### config.mk
export PLATFORM = sky130hd
export DESIGN_NAME = ibs_top
export DESIGN_NICKNAME = d
export VERILOG_FILES = /design/src/verilog/ibs_pkg.sv /design/src/verilog/ibs_timing_if.sv /design/src/verilog/ibs_top.sv /design/src/verilog/ibs_timing.sv
export VERILOG_INCLUDE_DIRS = /design/src /design/src/verilog
export SDC_FILE = /design/constraint.sdc
export NUM_CORES = 1
export LEC_CHECK = 0
export BUFFER_PORTS_ARGS = -buffer_cell sky130_fd_sc_hd__buf_2
export CORE_ASPECT_RATIO = 0.6
export CORE_MARGIN = 3
export CORE_UTILIZATION = 49
export DETAILED_ROUTE_END_ITERATION = 10
export GPL_TIMING_DRIVEN = 0
export PLACE_DENSITY = 0.74
export SETUP_SLACK_MARGIN = 0.5
export SYNTH_ARGS = -nofsm -noshare
export SYNTH_HDL_FRONTEND = slang
export SYNTH_HIERARCHICAL = 1
export SYNTH_SLANG_ARGS = --single-unit
### constraint.sdc
create_clock -name clk -period 8.35 [get_ports clk]
set_input_delay 1.67 -clock clk [delete_from_list [all_inputs] [get_ports clk]]
set_output_delay 1.67 -clock clk [all_outputs]
set_load 0.02 [all_outputs]
### src/verilog/ibs_regs.svh
// register offsets, field positions, reset values and timing constants
// assumes an APB slave with byte addresses, one register per 32-bit word
`ifndef IBS_REGS_SVH
`define IBS_REGS_SVH
`define IBS_OFS_ADDR 8'h00
`define IBS_OFS_DIV 8'h04
`define IBS_OFS_CTRL 8'h08
`define IBS_OFS_STAT 8'h0c
`define IBS_OFS_DATA 8'h10
`define IBS_OFS_MASK 8'h14
`define IBS_OFS_IRQ 8'h18
`define IBS_CTRL_EN 7
`define IBS_CTRL_IE 6
`define IBS_CTRL_MSL 5
`define IBS_CTRL_TX 4
`define IBS_CTRL_ACK 3
`define IBS_CTRL_REPEAT_START_REQUEST 2
`define IBS_CTRL_SWAI 0
`define IBS_IRQ_TC 0
`define IBS_IRQ_AAS 1
`define IBS_IRQ_AL 2
`define IBS_RST_BYTE 8'h00
`define IBS_RST_TCF 1'b1
`define IBS_ACK_BIT 4'h8
`define IBS_PERIOD_ADD 16'h0002
`define IBS_HOLD_ADD 16'h0003
`define IBS_MIN_HALF 16'h000a
`endif

### src/verilog/ibs_pkg.sv
// types shared by the two-wire controller files
// assumes nothing beyond a SystemVerilog compiler
`default_nettype none
package ibs_pkg;
  typedef logic [15:0] ibs_count_t;
  typedef enum logic [3:0] {
    MS_IDLE = 4'h0,
    MS_START = 4'h1,
    MS_WAIT = 4'h2,
    MS_LOW = 4'h3,
    MS_HIGH = 4'h4,
    MS_STOPL = 4'h5,
    MS_STOPH = 4'h6,
    MS_RSL = 4'h7,
    MS_RSH = 4'h8
  } ibs_mstate_t;
endpackage : ibs_pkg
`default_nettype wire

### src/verilog/ibs_timing_if.sv
// divider code in, decoded bit timing counts out
// assumes ibs_pkg is compiled first
`timescale 1ns/1ps
`default_nettype none
interface ibs_timing_if;
  logic [7:0] code;
  ibs_pkg::ibs_count_t sclHalf;
  ibs_pkg::ibs_count_t sdaHold;
  ibs_pkg::ibs_count_t startHold;
  ibs_pkg::ibs_count_t stopHold;
  modport gen (input code, output sclHalf, sdaHold, startHold, stopHold);
  modport host (output code, input sclHalf, sdaHold, startHold, stopHold);
endinterface : ibs_timing_if
`default_nettype wire

### src/verilog/ibs_top.sv
// two-wire bus controller: APB registers, master and slave bit engines
// assumes open-drain pins resolved outside; waitMode, stopMode on clk
`timescale 1ns/1ps
`default_nettype none
`include "ibs_regs.svh"
module ibs_top (
  // clock and reset
  input wire logic clk,
  input wire logic nrst,
  // apb slave
  input wire logic [7:0] paddr,
  input wire logic psel,
  input wire logic penable,
  input wire logic pwrite,
  input wire logic [31:0] pwdata,
  output logic [31:0] prdata,
  output logic pready,
  output logic pslverr,
  // bus pins
  input wire logic sclIn,
  output logic sclOut,
  output logic sclOe,
  input wire logic sdaIn,
  output logic sdaOut,
  output logic sdaOe,
  // low power modes
  input wire logic waitMode,
  input wire logic stopMode,
  // interrupt
  output logic irq
);
  logic [1:0] rstPipe;
  logic rstN;
  logic sclMeta, sclS, sclD, sdaMeta, sdaS, sdaD;
  logic sclRise, sclFall, startSeen, stopSeen;
  logic setup, access, wr, rd, mapped;
  logic hitAddr, hitDiv, hitCtrl, hitStat, hitData, hitMask, hitIrq;
  logic wrData, rdData;
  logic [7:0] rdMux, ctrlRd, statRd;
  logic [7:1] ownAddr;
  logic [7:0] divCode, dataReg;
  logic moduleEnable, interruptEnable, masterSelect, txMode;
  logic ackLevelSelect, repeatStartRequest, stopInWait;
  logic [2:0] mask, istat, events;
  logic transfer_complete_flag, busBusy, rxAck;
  logic freeze, run;
  ibs_pkg::ibs_mstate_t mState;
  ibs_pkg::ibs_count_t cnt;
  logic [3:0] bitIdx;
  logic [7:0] mShift;
  logic mSclLow, mSdaLow, bitLow;
  logic hiEnd, mDone, arbBit, arbLost, idleReq, go, rsTake;
  logic hiDone, lowEnd, holdHit;
  logic sOn, sMe, sAddrPh, sTx, sAckIn, sSdaLow;
  logic [3:0] sBit;
  logic [7:0] sShift;
  logic sFall7, addrHit, sDone;
  logic sdaDrv;

  ibs_timing_if tif ();
  ibs_timing u_timing (
    .clk(clk),
    .rstN(rstN),
    .tif(tif)
  );
  assign tif.code = divCode;

  // reset release
  always_ff @(posedge clk or negedge nrst) begin
    if (!nrst) rstPipe <= 2'h0;
    else rstPipe <= {rstPipe[0], 1'b1};
  end
  assign rstN = rstPipe[1];

  // pin synchronisers and line events
  always_ff @(posedge clk or negedge rstN) begin
    if (!rstN) begin
      {sclMeta, sclS, sclD} <= 3'h7;
      {sdaMeta, sdaS, sdaD} <= 3'h7;
    end else begin
      {sclMeta, sclS, sclD} <= {sclIn, sclMeta, sclS};
      {sdaMeta, sdaS, sdaD} <= {sdaIn, sdaMeta, sdaS};
    end
  end
  assign sclRise = sclS & !sclD;
  assign sclFall = !sclS & sclD;
  assign startSeen = sclS & sclD & sdaD & !sdaS;
  assign stopSeen = sclS & sclD & !sdaD & sdaS;

  assign freeze = stopMode | (waitMode & stopInWait);
  assign run = moduleEnable & !freeze;

  // apb decode
  assign setup = psel & !penable;
  assign access = psel & penable;
  assign wr = access & pwrite;
  assign rd = access & !pwrite;
  assign hitAddr = paddr == `IBS_OFS_ADDR;
  assign hitDiv = paddr == `IBS_OFS_DIV;
  assign hitCtrl = paddr == `IBS_OFS_CTRL;
  assign hitStat = paddr == `IBS_OFS_STAT;
  assign hitData = paddr == `IBS_OFS_DATA;
  assign hitMask = paddr == `IBS_OFS_MASK;
  assign hitIrq = paddr == `IBS_OFS_IRQ;
  assign mapped = hitAddr | hitDiv | hitCtrl | hitStat | hitData |
                  hitMask | hitIrq;
  assign wrData = wr & hitData;
  assign rdData = rd & hitData;
  assign pready = 1'b1;
  assign pslverr = access & !mapped;

  assign ctrlRd = {moduleEnable, interruptEnable, masterSelect, txMode,
                   ackLevelSelect, 2'h0, stopInWait};
  assign statRd = {transfer_complete_flag, sMe, busBusy, istat[`IBS_IRQ_AL], 1'b0, sTx,
                   |istat, rxAck};
  assign rdMux = hitAddr ? {ownAddr, 1'b0} :
                 hitDiv ? divCode :
                 hitCtrl ? ctrlRd :
                 hitStat ? statRd :
                 hitData ? dataReg :
                 hitMask ? {5'h00, mask} :
                 hitIrq ? {5'h00, istat} : 8'h00;

  always_ff @(posedge clk or negedge rstN) begin
    if (!rstN) prdata <= 32'h0000_0000;
    else if (setup) prdata <= {24'h000000, rdMux};
  end

  // configuration registers
  always_ff @(posedge clk or negedge rstN) begin
    if (!rstN) begin
      ownAddr <= 7'(`IBS_RST_BYTE >> 1);
      divCode <= `IBS_RST_BYTE;
      mask <= 3'h0;
    end else begin
      if (wr & hitAddr) ownAddr <= pwdata[7:1];
      if (wr & hitDiv) divCode <= pwdata[7:0];
      if (wr & hitMask) mask <= pwdata[2:0];
    end
  end

  always_ff @(posedge clk or negedge rstN) begin
    if (!rstN) begin
      moduleEnable <= 1'b0;
      interruptEnable <= 1'b0;
      masterSelect <= 1'b0;
      txMode <= 1'b0;
      ackLevelSelect <= 1'b0;
      repeatStartRequest <= 1'b0;
      stopInWait <= 1'b0;
    end else begin
      if (wr & hitCtrl) begin
        moduleEnable <= pwdata[`IBS_CTRL_EN];
        interruptEnable <= pwdata[`IBS_CTRL_IE];
        masterSelect <= pwdata[`IBS_CTRL_MSL];
        txMode <= pwdata[`IBS_CTRL_TX];
        ackLevelSelect <= pwdata[`IBS_CTRL_ACK];
        repeatStartRequest <= pwdata[`IBS_CTRL_REPEAT_START_REQUEST];
        stopInWait <= pwdata[`IBS_CTRL_SWAI];
      end
      if (arbLost) masterSelect <= 1'b0;
      if (rsTake) repeatStartRequest <= 1'b0;
    end
  end

  // data byte: software writes, received bytes land here
  always_ff @(posedge clk or negedge rstN) begin
    if (!rstN) dataReg <= `IBS_RST_BYTE;
    else if (wrData) dataReg <= pwdata[7:0];
    else if (mDone & !txMode) dataReg <= mShift;
    else if (sDone & !sTx) dataReg <= sShift;
  end

  // status flags, sticky events, interrupt
  assign events = {arbLost, addrHit, mDone | sDone};
  always_ff @(posedge clk or negedge rstN) begin
    if (!rstN) begin
      istat <= 3'h0;
      transfer_complete_flag <= `IBS_RST_TCF;
      busBusy <= 1'b0;
      rxAck <= 1'b0;
      irq <= 1'b0;
    end else begin
      istat <= (istat & ~((wr & hitIrq) ? pwdata[2:0] : 3'h0)) | events;
      if (mDone | sDone) transfer_complete_flag <= 1'b1;
      else if (go) transfer_complete_flag <= 1'b0;
      if (startSeen) busBusy <= 1'b1;
      else if (stopSeen) busBusy <= 1'b0;
      if (mDone) rxAck <= sdaS;
      else if (sDone & sTx) rxAck <= sAckIn;
      irq <= interruptEnable & moduleEnable & |(istat & ~mask);
    end
  end

  // master engine
  // high phase counts from the synchronised line, two clocks late
  assign hiDone = cnt >= tif.sclHalf - 16'h0003;
  assign lowEnd = cnt >= tif.sclHalf - 16'h0001;
  // data pin lags the hold count by one register
  assign holdHit = cnt == tif.sdaHold - 16'h0002;
  assign hiEnd = run & (mState == ibs_pkg::MS_HIGH) & sclS & hiDone;
  assign mDone = hiEnd & (bitIdx == `IBS_ACK_BIT);
  assign arbBit = hiEnd & txMode & (bitIdx < `IBS_ACK_BIT) & !mSdaLow &
                  !sdaS;
  assign idleReq = run & (mState == ibs_pkg::MS_IDLE) & masterSelect;
  assign arbLost = (idleReq & busBusy) | arbBit;
  assign rsTake = run & (mState == ibs_pkg::MS_WAIT) & masterSelect &
                  repeatStartRequest;
  assign go = run & (mState == ibs_pkg::MS_WAIT) & masterSelect &
              !repeatStartRequest & (wrData | (rdData & !txMode));
  assign bitLow = (bitIdx == `IBS_ACK_BIT) ? (!txMode & !ackLevelSelect) :
                  (txMode & !mShift[7]);

  always_ff @(posedge clk or negedge rstN) begin
    if (!rstN) begin
      mState <= ibs_pkg::MS_IDLE;
      cnt <= 16'h0000;
      bitIdx <= 4'h0;
      mShift <= 8'h00;
      mSclLow <= 1'b0;
      mSdaLow <= 1'b0;
    end else if (!moduleEnable) begin
      mState <= ibs_pkg::MS_IDLE;
      mSclLow <= 1'b0;
      mSdaLow <= 1'b0;
    end else if (!freeze) begin
      case (mState)
        ibs_pkg::MS_IDLE: if (masterSelect & !busBusy) begin
          mSdaLow <= 1'b1;
          cnt <= 16'h0000;
          mState <= ibs_pkg::MS_START;
        end
        ibs_pkg::MS_START: if (cnt >= tif.startHold) begin
          mSclLow <= 1'b1;
          mState <= ibs_pkg::MS_WAIT;
        end else cnt <= cnt + 16'h0001;
        ibs_pkg::MS_WAIT: begin
          cnt <= 16'h0000;
          if (!masterSelect) mState <= ibs_pkg::MS_STOPL;
          else if (repeatStartRequest) mState <= ibs_pkg::MS_RSL;
          else if (go) begin
            bitIdx <= 4'h0;
            mShift <= wrData ? pwdata[7:0] : 8'hff;
            mState <= ibs_pkg::MS_LOW;
          end
        end
        ibs_pkg::MS_LOW: begin
          cnt <= cnt + 16'h0001;
          if (holdHit) mSdaLow <= bitLow;
          if (lowEnd) begin
            mSclLow <= 1'b0;
            cnt <= 16'h0000;
            mState <= ibs_pkg::MS_HIGH;
          end
        end
        ibs_pkg::MS_HIGH: if (!sclS) cnt <= 16'h0000;
        else if (hiDone) begin
          cnt <= 16'h0000;
          if (arbBit) begin
            mSdaLow <= 1'b0;
            mState <= ibs_pkg::MS_IDLE;
          end else begin
            mSclLow <= 1'b1;
            if (bitIdx == `IBS_ACK_BIT) mState <= ibs_pkg::MS_WAIT;
            else begin
              bitIdx <= bitIdx + 4'h1;
              mShift <= {mShift[6:0], sdaS};
              mState <= ibs_pkg::MS_LOW;
            end
          end
        end else cnt <= cnt + 16'h0001;
        ibs_pkg::MS_STOPL: begin
          cnt <= cnt + 16'h0001;
          if (holdHit) mSdaLow <= 1'b1;
          if (lowEnd) begin
            mSclLow <= 1'b0;
            cnt <= 16'h0000;
            mState <= ibs_pkg::MS_STOPH;
          end
        end
        ibs_pkg::MS_STOPH: if (!sclS) cnt <= 16'h0000;
        else if (cnt >= tif.stopHold) begin
          mSdaLow <= 1'b0;
          mState <= ibs_pkg::MS_IDLE;
        end else cnt <= cnt + 16'h0001;
        ibs_pkg::MS_RSL: begin
          cnt <= cnt + 16'h0001;
          if (holdHit) mSdaLow <= 1'b0;
          if (lowEnd) begin
            mSclLow <= 1'b0;
            cnt <= 16'h0000;
            mState <= ibs_pkg::MS_RSH;
          end
        end
        ibs_pkg::MS_RSH: if (!sclS) cnt <= 16'h0000;
        else if (cnt >= tif.startHold) begin
          mSdaLow <= 1'b1;
          cnt <= 16'h0000;
          mState <= ibs_pkg::MS_START;
        end else cnt <= cnt + 16'h0001;
        default: mState <= ibs_pkg::MS_IDLE;
      endcase
    end
  end

  // slave engine
  assign sFall7 = run & sOn & sclFall & (sBit == 4'h7);
  assign addrHit = sFall7 & sAddrPh & (sShift[7:1] == ownAddr) &
                   (mState == ibs_pkg::MS_IDLE);
  assign sDone = sFall7 & !sAddrPh & sMe;

  always_ff @(posedge clk or negedge rstN) begin
    if (!rstN) begin
      {sOn, sMe, sAddrPh, sTx, sAckIn, sSdaLow} <= 6'h00;
      sBit <= 4'h0;
      sShift <= 8'h00;
    end else if (!moduleEnable) begin
      {sOn, sMe, sSdaLow} <= 3'h0;
    end else if (!freeze) begin
      if (startSeen) begin
        {sOn, sMe, sAddrPh, sSdaLow} <= 4'ha;
        // the fall that follows a start wraps the count to bit 0
        sBit <= 4'hf;
      end else if (stopSeen) begin
        {sOn, sMe, sSdaLow} <= 3'h0;
      end else if (sOn & sclRise) begin
        if (sBit < `IBS_ACK_BIT) sShift <= {sShift[6:0], sdaS};
        else sAckIn <= sdaS;
      end else if (sOn & sclFall) begin
        if (sBit == 4'h7) begin
          sBit <= `IBS_ACK_BIT;
          sAddrPh <= 1'b0;
          if (addrHit) begin
            sMe <= 1'b1;
            sTx <= sShift[0];
            sAckIn <= 1'b0;
            sSdaLow <= 1'b1;
          end else if (sAddrPh) sOn <= 1'b0;
          else sSdaLow <= sMe & !sTx & !ackLevelSelect;
        end else if (sBit == `IBS_ACK_BIT) begin
          sBit <= 4'h0;
          if (sMe & sTx & !sAckIn) begin
            sShift <= dataReg;
            sSdaLow <= !dataReg[7];
          end else sSdaLow <= 1'b0;
        end else begin
          sBit <= sBit + 4'h1;
          sSdaLow <= sMe & sTx & !sShift[7];
        end
      end
    end
  end

  // open-drain pins: enable pulls the line low
  always_ff @(posedge clk or negedge rstN) begin
    if (!rstN) sdaDrv <= 1'b0;
    else sdaDrv <= (mSdaLow | sSdaLow) & moduleEnable;
  end
  assign sdaOe = sdaDrv;
  assign sclOe = mSclLow;
  assign sdaOut = 1'b0;
  assign sclOut = 1'b0;

  AST_BIT0_ZERO:
  assert property (@(posedge clk) disable iff (!rstN)
    setup && hitAddr |=> prdata[0] == 1'b0)
    else $error("own address bit 0 read back as one");
  AST_ARB_DROP:
  assert property (@(posedge clk) disable iff (!rstN)
    arbLost |=> !masterSelect && istat[`IBS_IRQ_AL])
    else $error("arbitration loss kept master mode or lost flag");
  AST_CALL_FLAG:
  assert property (@(posedge clk) disable iff (!rstN)
    addrHit |=> sMe && istat[`IBS_IRQ_AAS])
    else $error("own address call not flagged");
  AST_OWN_MATCH:
  assert property (@(posedge clk) disable iff (!rstN)
    $rose(sMe) |-> $past(sShift[7:1]) == ownAddr)
    else $error("addressed on a foreign address");
  AST_BUSY_SET:
  assert property (@(posedge clk) disable iff (!rstN)
    startSeen |=> busBusy)
    else $error("start seen but bus not busy");
  AST_STRETCH:
  assert property (@(posedge clk) disable iff (!rstN)
    run && mState == ibs_pkg::MS_HIGH && !sclS |=> cnt == 16'h0000)
    else $error("high phase counted while clock held low");
  AST_FREEZE:
  assert property (@(posedge clk) disable iff (!rstN)
    moduleEnable && freeze |=> $stable(mState) && $stable(cnt))
    else $error("master engine moved while frozen");
  AST_RELEASE:
  assert property (@(posedge clk) disable iff (!rstN)
    !moduleEnable |=> !sclOe && !sdaOe)
    else $error("pins driven while disabled");
  AST_SLAVE_ACK:
  assert property (@(posedge clk) disable iff (!rstN)
    sDone && !sTx |=> sSdaLow == !$past(ackLevelSelect))
    else $error("slave data ack level wrong");
  AST_IDLE_SLAVE:
  assert property (@(posedge clk) disable iff (!rstN)
    mState == ibs_pkg::MS_IDLE |-> ##1 !sclOe || mState != ibs_pkg::MS_IDLE)
    else $error("clock pulled while idle");
endmodule : ibs_top
`default_nettype wire

### src/verilog/ibs_timing.sv
// bit-rate divider decode: half period, data hold, start and stop holds
// assumes clk and an active-low reset already synchronised by the top
`timescale 1ns/1ps
`default_nettype none
`include "ibs_regs.svh"
module ibs_timing (
  // clock and reset
  input wire logic clk,
  input wire logic rstN,
  // timing values
  ibs_timing_if.gen tif
);
  function automatic logic [3:0] sclTapOf(input logic [2:0] c);
    case (c)
      3'h0: sclTapOf = 4'h5;
      3'h1: sclTapOf = 4'h6;
      3'h2: sclTapOf = 4'h7;
      3'h3: sclTapOf = 4'h8;
      3'h4: sclTapOf = 4'h9;
      3'h5: sclTapOf = 4'ha;
      3'h6: sclTapOf = 4'hc;
      default: sclTapOf = 4'hf;
    endcase
  endfunction : sclTapOf

  // first tap, start offset, stop offset packed per spacing code
  function automatic logic [23:0] offsOf(input logic [2:0] c);
    case (c)
      3'h0: offsOf = 24'h040207;
      3'h1: offsOf = 24'h040207;
      3'h2: offsOf = 24'h060209;
      3'h3: offsOf = 24'h060609;
      3'h4: offsOf = 24'h0e0e11;
      3'h5: offsOf = 24'h1e1e21;
      3'h6: offsOf = 24'h3e3e41;
      default: offsOf = 24'h7e7e81;
    endcase
  endfunction : offsOf

  logic [3:0] sclTap;
  logic [2:0] sdaTap;
  logic [23:0] offs;
  logic [1:0] mulSh;
  logic [15:0] sclOfs;
  logic [15:0] sdaOfs;
  logic [15:0] halfBase;
  logic [15:0] sdaBase;
  logic [15:0] startBase;
  logic [15:0] stopBase;

  assign sclTap = sclTapOf(tif.code[2:0]);
  assign sdaTap = {1'b0, tif.code[2:1]} + 3'h1;
  assign offs = offsOf(tif.code[5:3]);
  // spacing is two to the power of the code
  assign sclOfs = {12'h000, sclTap - 4'h1} << tif.code[5:3];
  assign sdaOfs = {13'h0, sdaTap - 3'h1} << tif.code[5:3];
  // reserved multiplier code behaves as four
  assign mulSh = (tif.code[7:6] == 2'h0) ? 2'h0 :
                 (tif.code[7:6] == 2'h1) ? 2'h1 : 2'h2;
  assign halfBase = {8'h00, offs[23:16]} + sclOfs + `IBS_PERIOD_ADD;
  assign sdaBase = {8'h00, offs[23:16]} + sdaOfs + `IBS_HOLD_ADD;
  assign startBase = {8'h00, offs[15:8]} + sclOfs;
  assign stopBase = {8'h00, offs[7:0]} + sclOfs;

  always_ff @(posedge clk or negedge rstN) begin
    if (!rstN) begin
      tif.sclHalf <= `IBS_MIN_HALF;
      tif.sdaHold <= 16'h0000;
      tif.startHold <= 16'h0000;
      tif.stopHold <= 16'h0000;
    end else begin
      tif.sclHalf <= halfBase << mulSh;
      tif.sdaHold <= sdaBase << mulSh;
      tif.startHold <= startBase << mulSh;
      tif.stopHold <= stopBase << mulSh;
    end
  end

  AST_MIN_RATE:
  assert property (@(posedge clk) disable iff (!rstN)
    tif.sclHalf >= `IBS_MIN_HALF)
    else $error("bit clock faster than one twentieth of clk");
  AST_PERIOD_X2:
  assert property (@(posedge clk) disable iff (!rstN)
    tif.code == 8'h40 |=> tif.sclHalf == 16'h0014)
    else $error("doubled period wrong for code 40");
  AST_HOLD_3F:
  assert property (@(posedge clk) disable iff (!rstN)
    tif.code == 8'h3f |=> tif.sdaHold == 16'h0201)
    else $error("data hold wrong for code 3f");
  AST_START_STOP:
  assert property (@(posedge clk) disable iff (!rstN)
    tif.code == 8'h23 |=>
      tif.startHold == 16'h007e && tif.stopHold == 16'h0081)
    else $error("start or stop hold wrong for code 23");
endmodule : ibs_timing
`default_nettype wire

# After elaboration in Yosys (flattened, before gate mapping)
# Cells that the tools add are included.
classes:
  n_addsub: 15
  order_cmp: 6
  n_eq_ne: 75
  shifts: 6
  mux: 143
  n_bitwise: 82
  reduce_logical: 56
ops:
  columns: ["op", "count"]
  rows:
  - ["8-bit two-way mux", 22]
  - ["16-bit two-way mux", 9]
  - ["23-bit case mux with 6 select lines", 1]
  - ["4-bit two-way mux", 29]
  - ["16-bit case mux with 7 select lines", 1]
  - ["1-bit two-way mux", 69]
  - ["16-bit greater-or-equal comparator", 4]
  - ["16-bit by 2-bit left shift with 16-bit output", 4]
  - ["1-bit AND", 62]
  - ["3-bit != test, second input constant", 16]
  - ["4-bit case mux with 9 select lines", 1]
  - ["16-bit by 2-bit adder with 16-bit output, second input constant", 2]
  - ["7-bit by 16-bit adder with 16-bit output", 2]
  - ["8-bit by 16-bit adder with 16-bit output", 2]
  - ["16-bit by 2-bit subtractor with 16-bit output, second input constant", 2]
  - ["4-bit case mux with 7 select lines", 1]
  - ["13-bit AND reduction", 2]
  - ["2-bit nonzero test", 13]
  - ["8-bit by 5-bit == test with 1-bit output, second input constant", 3]
  - ["2-bit != test, second input constant", 12]
  - ["4-bit by 3-bit == test with 1-bit output, second input constant", 5]
  - ["1-bit zero test", 19]
  - ["3-bit == test, second input constant", 6]
  - ["6-bit AND reduction", 3]
  - ["52 further kinds", 93]
word_totals:
  reg_bits: 173
  inputBits: 49
  output_inout_bits: 39

# Logic depth before layout (Yosys ltp)
depth:
  depth_word: 18
  ltp_mapped: 20

# By module
# The synthesis kept the hierarchy.
by_module_without_submodules:
  columns: ["module", "n_inst", "cells_per_inst", "area_each_um2", "seq_area_each_um2"]
  rows:
  - ["ibs_top", 1, 967, 8459.4, 2736.4]
  - ["ibs_timing", 1, 485, 4274.1, 1428.9]

# Least setup slack after synthesis
# Ideal clock, no wire load.
synth_timing:
  path_kind: "input port to output port"
  startpoint: "input paddr[2]"
  endpoint: "output pslverr"
  arrival_time_ns: 2.834
  required_time_ns: 6.680
  setup_slack_ns: 3.846
  path_stages: 4
  path_buffers: 2
  cell_sequence: "clkbuf_1 clkbuf_1 nand3_1 a21oi_1"
synth_via:
  elab_chain_cells: 9
synth_lines:
  columns: ["item", "line_no", "source"]
  rows:
  - ["from (decl)", "ibs_top.sv:11", "input wire logic [7:0] paddr,"]
  - ["8-bit by 3-bit == test with 1-bit output (no source line) or 8-bit zero test (tied branches)", null, null]
  - ["1-bit OR (5 in a row)", "ibs_top.sv:105", "assign mapped = hitAddr | hitDiv | hitCtrl | hitStat | hitData |"]
  - ["1-bit OR *", "ibs_top.sv:106", "hitMask | hitIrq;"]
  - ["1-bit zero test *", "ibs_top.sv:110", "assign pslverr = access & !mapped;"]
  - ["1-bit AND *", "ibs_top.sv:110", null]
  - ["to (decl)", "ibs_top.sv:18", "output logic pslverr,"]
# Mark *: on every way between the ends. The rest lies on a longest branch, timed or not.

# Worst setup path after layout
layout_timing:
  startpoint: "register u_timing.tif.sclHalf[2]"
  endpoint: "register cnt[9]"
layout_via:
  elab_chain_cells: 5
layout_lines:
  columns: ["item", "line_no", "source"]
  rows:
  - ["from (decl)", "ibs_timing_if.sv:11", "modport gen (input code, output sclHalf, sdaHold, startHold, stopHold);"]
  - ["from (signal assigned)", "ibs_timing.sv:67", "tif.sclHalf <= `IBS_MIN_HALF;"]
  - ["from (signal assigned)", "ibs_timing.sv:72", "tif.sclHalf <= halfBase << mulSh;"]
  - ["16-bit by 2-bit subtractor with 16-bit output", "ibs_top.sv:197", "assign hiDone = cnt >= tif.sclHalf - 16'h0003;"]
  - ["16-bit greater-or-equal comparator", "ibs_top.sv:197", null]
  - ["16-bit two-way mux", "ibs_top.sv:257", "else if (hiDone) begin"]
  - ["16-bit two-way mux", "ibs_top.sv:256", "ibs_pkg::MS_HIGH: if (!sclS) cnt <= 16'h0000;"]
  - ["16-bit case mux with 7 select lines *", "ibs_top.sv:227", "case (mState)"]
  - ["to (signal assigned)", "ibs_top.sv:236", "end else cnt <= cnt + 16'h0001;"]
  - ["to (signal assigned)", "ibs_top.sv:271", "end else cnt <= cnt + 16'h0001;"]
  - ["to (signal assigned)", "ibs_top.sv:273", "cnt <= cnt + 16'h0001;"]
  - ["to (decl)", "ibs_top.sv:48", "ibs_pkg::ibs_count_t cnt;"]
# Marks and branches as above.
# A chain may end at the register's enable or synchronous reset.

==> flow_metrics.tcl <==
set metrics [dict create \
    outcome "completed" \
    slew_headroom_pct 14.0 \
    fillers 2271 \
    gp_congestion 0.998 \
    p_seq_share_pct 44.0 \
    r2r-end "cnt[9]$_DFFE_PN0P_" \
    arrival_ns 5.47 \
    ctsResizeCount 0 \
    path_buf_inv 2 \
    syn_inst 1452 \
    layout-drive-gt1-share_pct 12.2 \
    dp_hpwl_mm 29.2 \
    worst_pin_slew_ns 1.28 \
    path_clk_slew_ns 0.07 \
    rr_worst_depth 16 \
    cts_hold_buf 0 \
    drv_cap 0 \
    reg2reg_slack_ns 3.21 \
    clock_path_buffers 2 \
    yosys-top-cells-area "dfrtp_1 31%, ha_1 10%, a21oi_1 4.7%, nand2_1 4.0%, xnor2_1 3.9%" \
    finalHoldViolCount 0 \
    synthFlopType "dfrtp_1" \
    grt_max_degree 69 \
    avgSynthCellArea_um2 8.77 \
    switching_share_pct 26.6 \
    min_period_ns 5.14 \
    placed_area_um2 13500 \
    io_pins 88 \
    htree_num_levels 4 \
    cp_top_family "simple AND/OR/NAND/NOR gates" \
    synth_edf_count 0 \
    min_period_over_period_pct 61.5 \
    slew_violations 0 \
    critical_path_class "reg -> reg" \
    die_h_um 131 \
    yosysUniqueCellTypes 94 \
    rsz0062_at_grt "no" \
    core_um2 25400 \
    p_per_area_nw_per_um2 136 \
    cp.depth 16 \
    drtAntennaViolNets 0 \
    cts_root_buf "clkbuf_16" \
    dr.pass1.iters 5 \
    peakVddDrop_mv 0.0831 \
    wl_per_cell_um 19.7 \
    viasPerCell 5.98 \
    finalClockSkew_ns 0.0108 \
    cp-end-kind "register" \
    cp_max_fo 10 \
    routed_wirelength_mm 37.5 \
    intPower_w 0.00142 \
    grt_antenna_before_repair 2 \
    slowest_delay_ns 0.61 \
    cts_tree "done" \
    grt_pass1_vias 10300 \
    antenna_cells 0 \
    die_width_um 214 \
    switchingPower_w 0.000513 \
    start_util_pct 50.1 \
    row_count 45 \
    worstHoldPathType "reg -> async" \
    grt_pass1_wl_mm 57.9 \
    power_w 0.00193 \
    fmax_mhz 195 \
    vias 11400 \
    cts_buffers 17 \
    clk_latency_ns 0.44 \
    synth_top_cell_by_area "dfrtp_1" \
    overflow 0 \
    fin_area_um2 14100 \
    clock-sinks 166 \
    cp-start-kind "register" \
    synth-seq-cells 166 \
    leakage_nw 6.59 \
    r2r-start "u_timing/tif.sclHalf[2]$_DFF_PN0_" \
    p_comb_share_pct 13.5 \
    synth_top_area_share_pct 30.9 \
    path_cells "clkbuf_1 > or3_1 > or3_1 > a21o_1 > nor4_1 > xnor2_1 > ha_1 > and4_1 > nand4_1 > nor4_1 > nand4b_1 > a21oi_1 > a2111oi_2 > buf_1 > o21ai_0 > a22o_1" \
    final-setup-viol-count 0 \
    drc 0 \
    grt_usage_pct 26.4 \
    syn_area_um2 12700 \
    synth_async_sr_flop_share_pct 100 \
    clock_power_share_pct 42.5 \
    finalNetCount 1701 \
    synth_sequential_area_ratio_pct 32.7 \
    drtIter0Drc 1296 \
    fin_tns_setup_ns 0 \
    ys_warn_count 6 \
    crit_end "cnt[9]$_DFFE_PN0P_" \
    postCtsSetupRepairBufs 0 \
    dieArea_um2 28000 \
    synthToLayoutAreaGrowth_pct 11.1 \
    crit_slowest_cell "a2111oi_2" \
    cp-startpoint "u_timing/tif.sclHalf[2]$_DFF_PN0_" \
    port_buffers 34 \
    worstPathRequired_ns 8.68 \
]
==> layer usage <==
metal / global-route usage [%] / wire (µm) / vias to the layer above
li1: - / - / 5306
met1: 41.4 / 18300 / 5477
met2: 35.3 / 14500 / 587
met3: 8.55 / 4440 / 37
met4: 4.18 / 325 / 0
met5: 0 / 0 / -
==> cells by family (layout without fill, tap and decap cells) <==
family          after synthesis  count (layout)  synth area share [%]
compound gates              356             356                  18.4
simple gates                483             483                  18.8
xor+xnor                     82              82                  5.64
buf+inv                     177             245                  6.41
mux                          75              75                  6.64
fa+ha+maj                   110             110                  11.2
flops                       166             166                  32.7
other cells                   3              38                0.0884
==> layout make-up <==
type                            count  area [µm²]  share of cell area (%)
Clock inverter                     11         150                    1.06
Clock buffer                       21         460                    3.26
Tap cell                          352         440                    3.11
Timing Repair Buffer               36         225                    1.59
Sequential cell                   166        4170                    29.5
Buffer                             86         469                    3.32
Multi-Input combinational cell   1144        7880                    55.7
Inverter                           91         347                    2.45
==> registers in the layout (all words and copies together), names as in the netlist, 2 cells and up <==
| register | flops |
|---|---|
| sShift | 8 |
| mState | 4 |
| mShift | 8 |
| u_timing/tif.stopHold | 15 |
| mask | 3 |
| u_timing/tif.startHold | 15 |
| istat | 3 |
| ownAddr | 7 |
| rstPipe | 2 |
| cnt | 16 |
| dataReg | 8 |
| u_timing/tif.sdaHold | 13 |
| bitIdx | 4 |
| prdata | 8 |
| divCode | 8 |
| u_timing/tif.sclHalf | 14 |
| sBit | 4 |
==> metrics by stage <==
stage / hold WS (ns) / utilization (%) / worst slack [ns] / std cells
after CTS: 0.295 / 55.7 / 3.32 / 1907
after global placement: 0.334 / 53.1 / 1.53 / 1873
after global routing: 0.304 / 55.7 / 2.83 / 1907
final: 0.279 / 55.7 / 3.21 / 1907
after floorplan: 0.331 / - / 3.40 / 1487
after detailed placement: 0.286 / 53.3 / 3.32 / 1875
==> power by group through the flow <==
stage               Sequential, W  Combinational, W  Clock, W
floorplan                0.000869          0.000171         0
global placement         0.000874          0.000230         0
detailed placement       0.000862          0.000254         0
CTS                      0.000848          0.000255  0.000829
global route             0.000850          0.000288  0.000865
finish                   0.000848          0.000260  0.000820
==> cell usage after synthesis (5+ instances only) <==
master	n
o21a_1	8
o2111ai_1	5
dfrtp_1	157
dfstp_2	9
and2_1	9
clkbuf_1	38
mux2_2	35
buf_4	35
o221ai_1	6
a22o_1	16
and4_1	6
a21oi_1	119
nor3b_1	6
xor2_1	25
nand3_1	26
nor4_1	11
and3_1	20
buf_1	6
nor3_1	36
fa_1	7
mux2i_1	35
a21o_1	15
o31ai_1	6
buf_2	6
inv_1	88
o211ai_1	7
nor2_1	128
nand2b_1	15
nand3b_1	8
or3_1	15
a22oi_1	12
a211oi_1	9
xnor2_1	57
o22ai_1	6
o21ai_0	76
a31oi_1	11
nand4_1	11
nor2b_1	29
nand2_1	135
ha_1	103
a221o_1	5
==> worst min-delay path by stage <==
stage | from | endpoint | slack, ns
finish | rstPipe[1]$_DFF_PN0_ | dataReg[2]$_DFFE_PN0P_ | 0.28
global route | rstPipe[1]$_DFF_PN0_ | dataReg[2]$_DFFE_PN0P_ | 0.30
CTS | rstPipe[1]$_DFF_PN0_ | dataReg[2]$_DFFE_PN0P_ | 0.30
detailed placement | rstPipe[1]$_DFF_PN0_ | sShift[4]$_DFFE_PN0P_ | 0.29
global placement | rstPipe[0]$_DFF_PN0_ | rstPipe[1]$_DFF_PN0_ | 0.33
floorplan | rstPipe[0]$_DFF_PN0_ | rstPipe[1]$_DFF_PN0_ | 0.33
==> cells in the final DEF, fill, tap and decap left out, types with 36 or more instances in the layout <==
| cell | instances |
|---|---|
| inv_1 | 88 |
| nand2_1 | 135 |
| ha_1 | 103 |
| nor3_1 | 36 |
| nor2_1 | 128 |
| clkbuf_1 | 40 |
| o21ai_0 | 76 |
| a21oi_1 | 119 |
| conb_1 | 38 |
| dfrtp_1 | 156 |
| buf_2 | 40 |
| xnor2_1 | 57 |
Note: power is estimated with default switching activity, not from simulation.
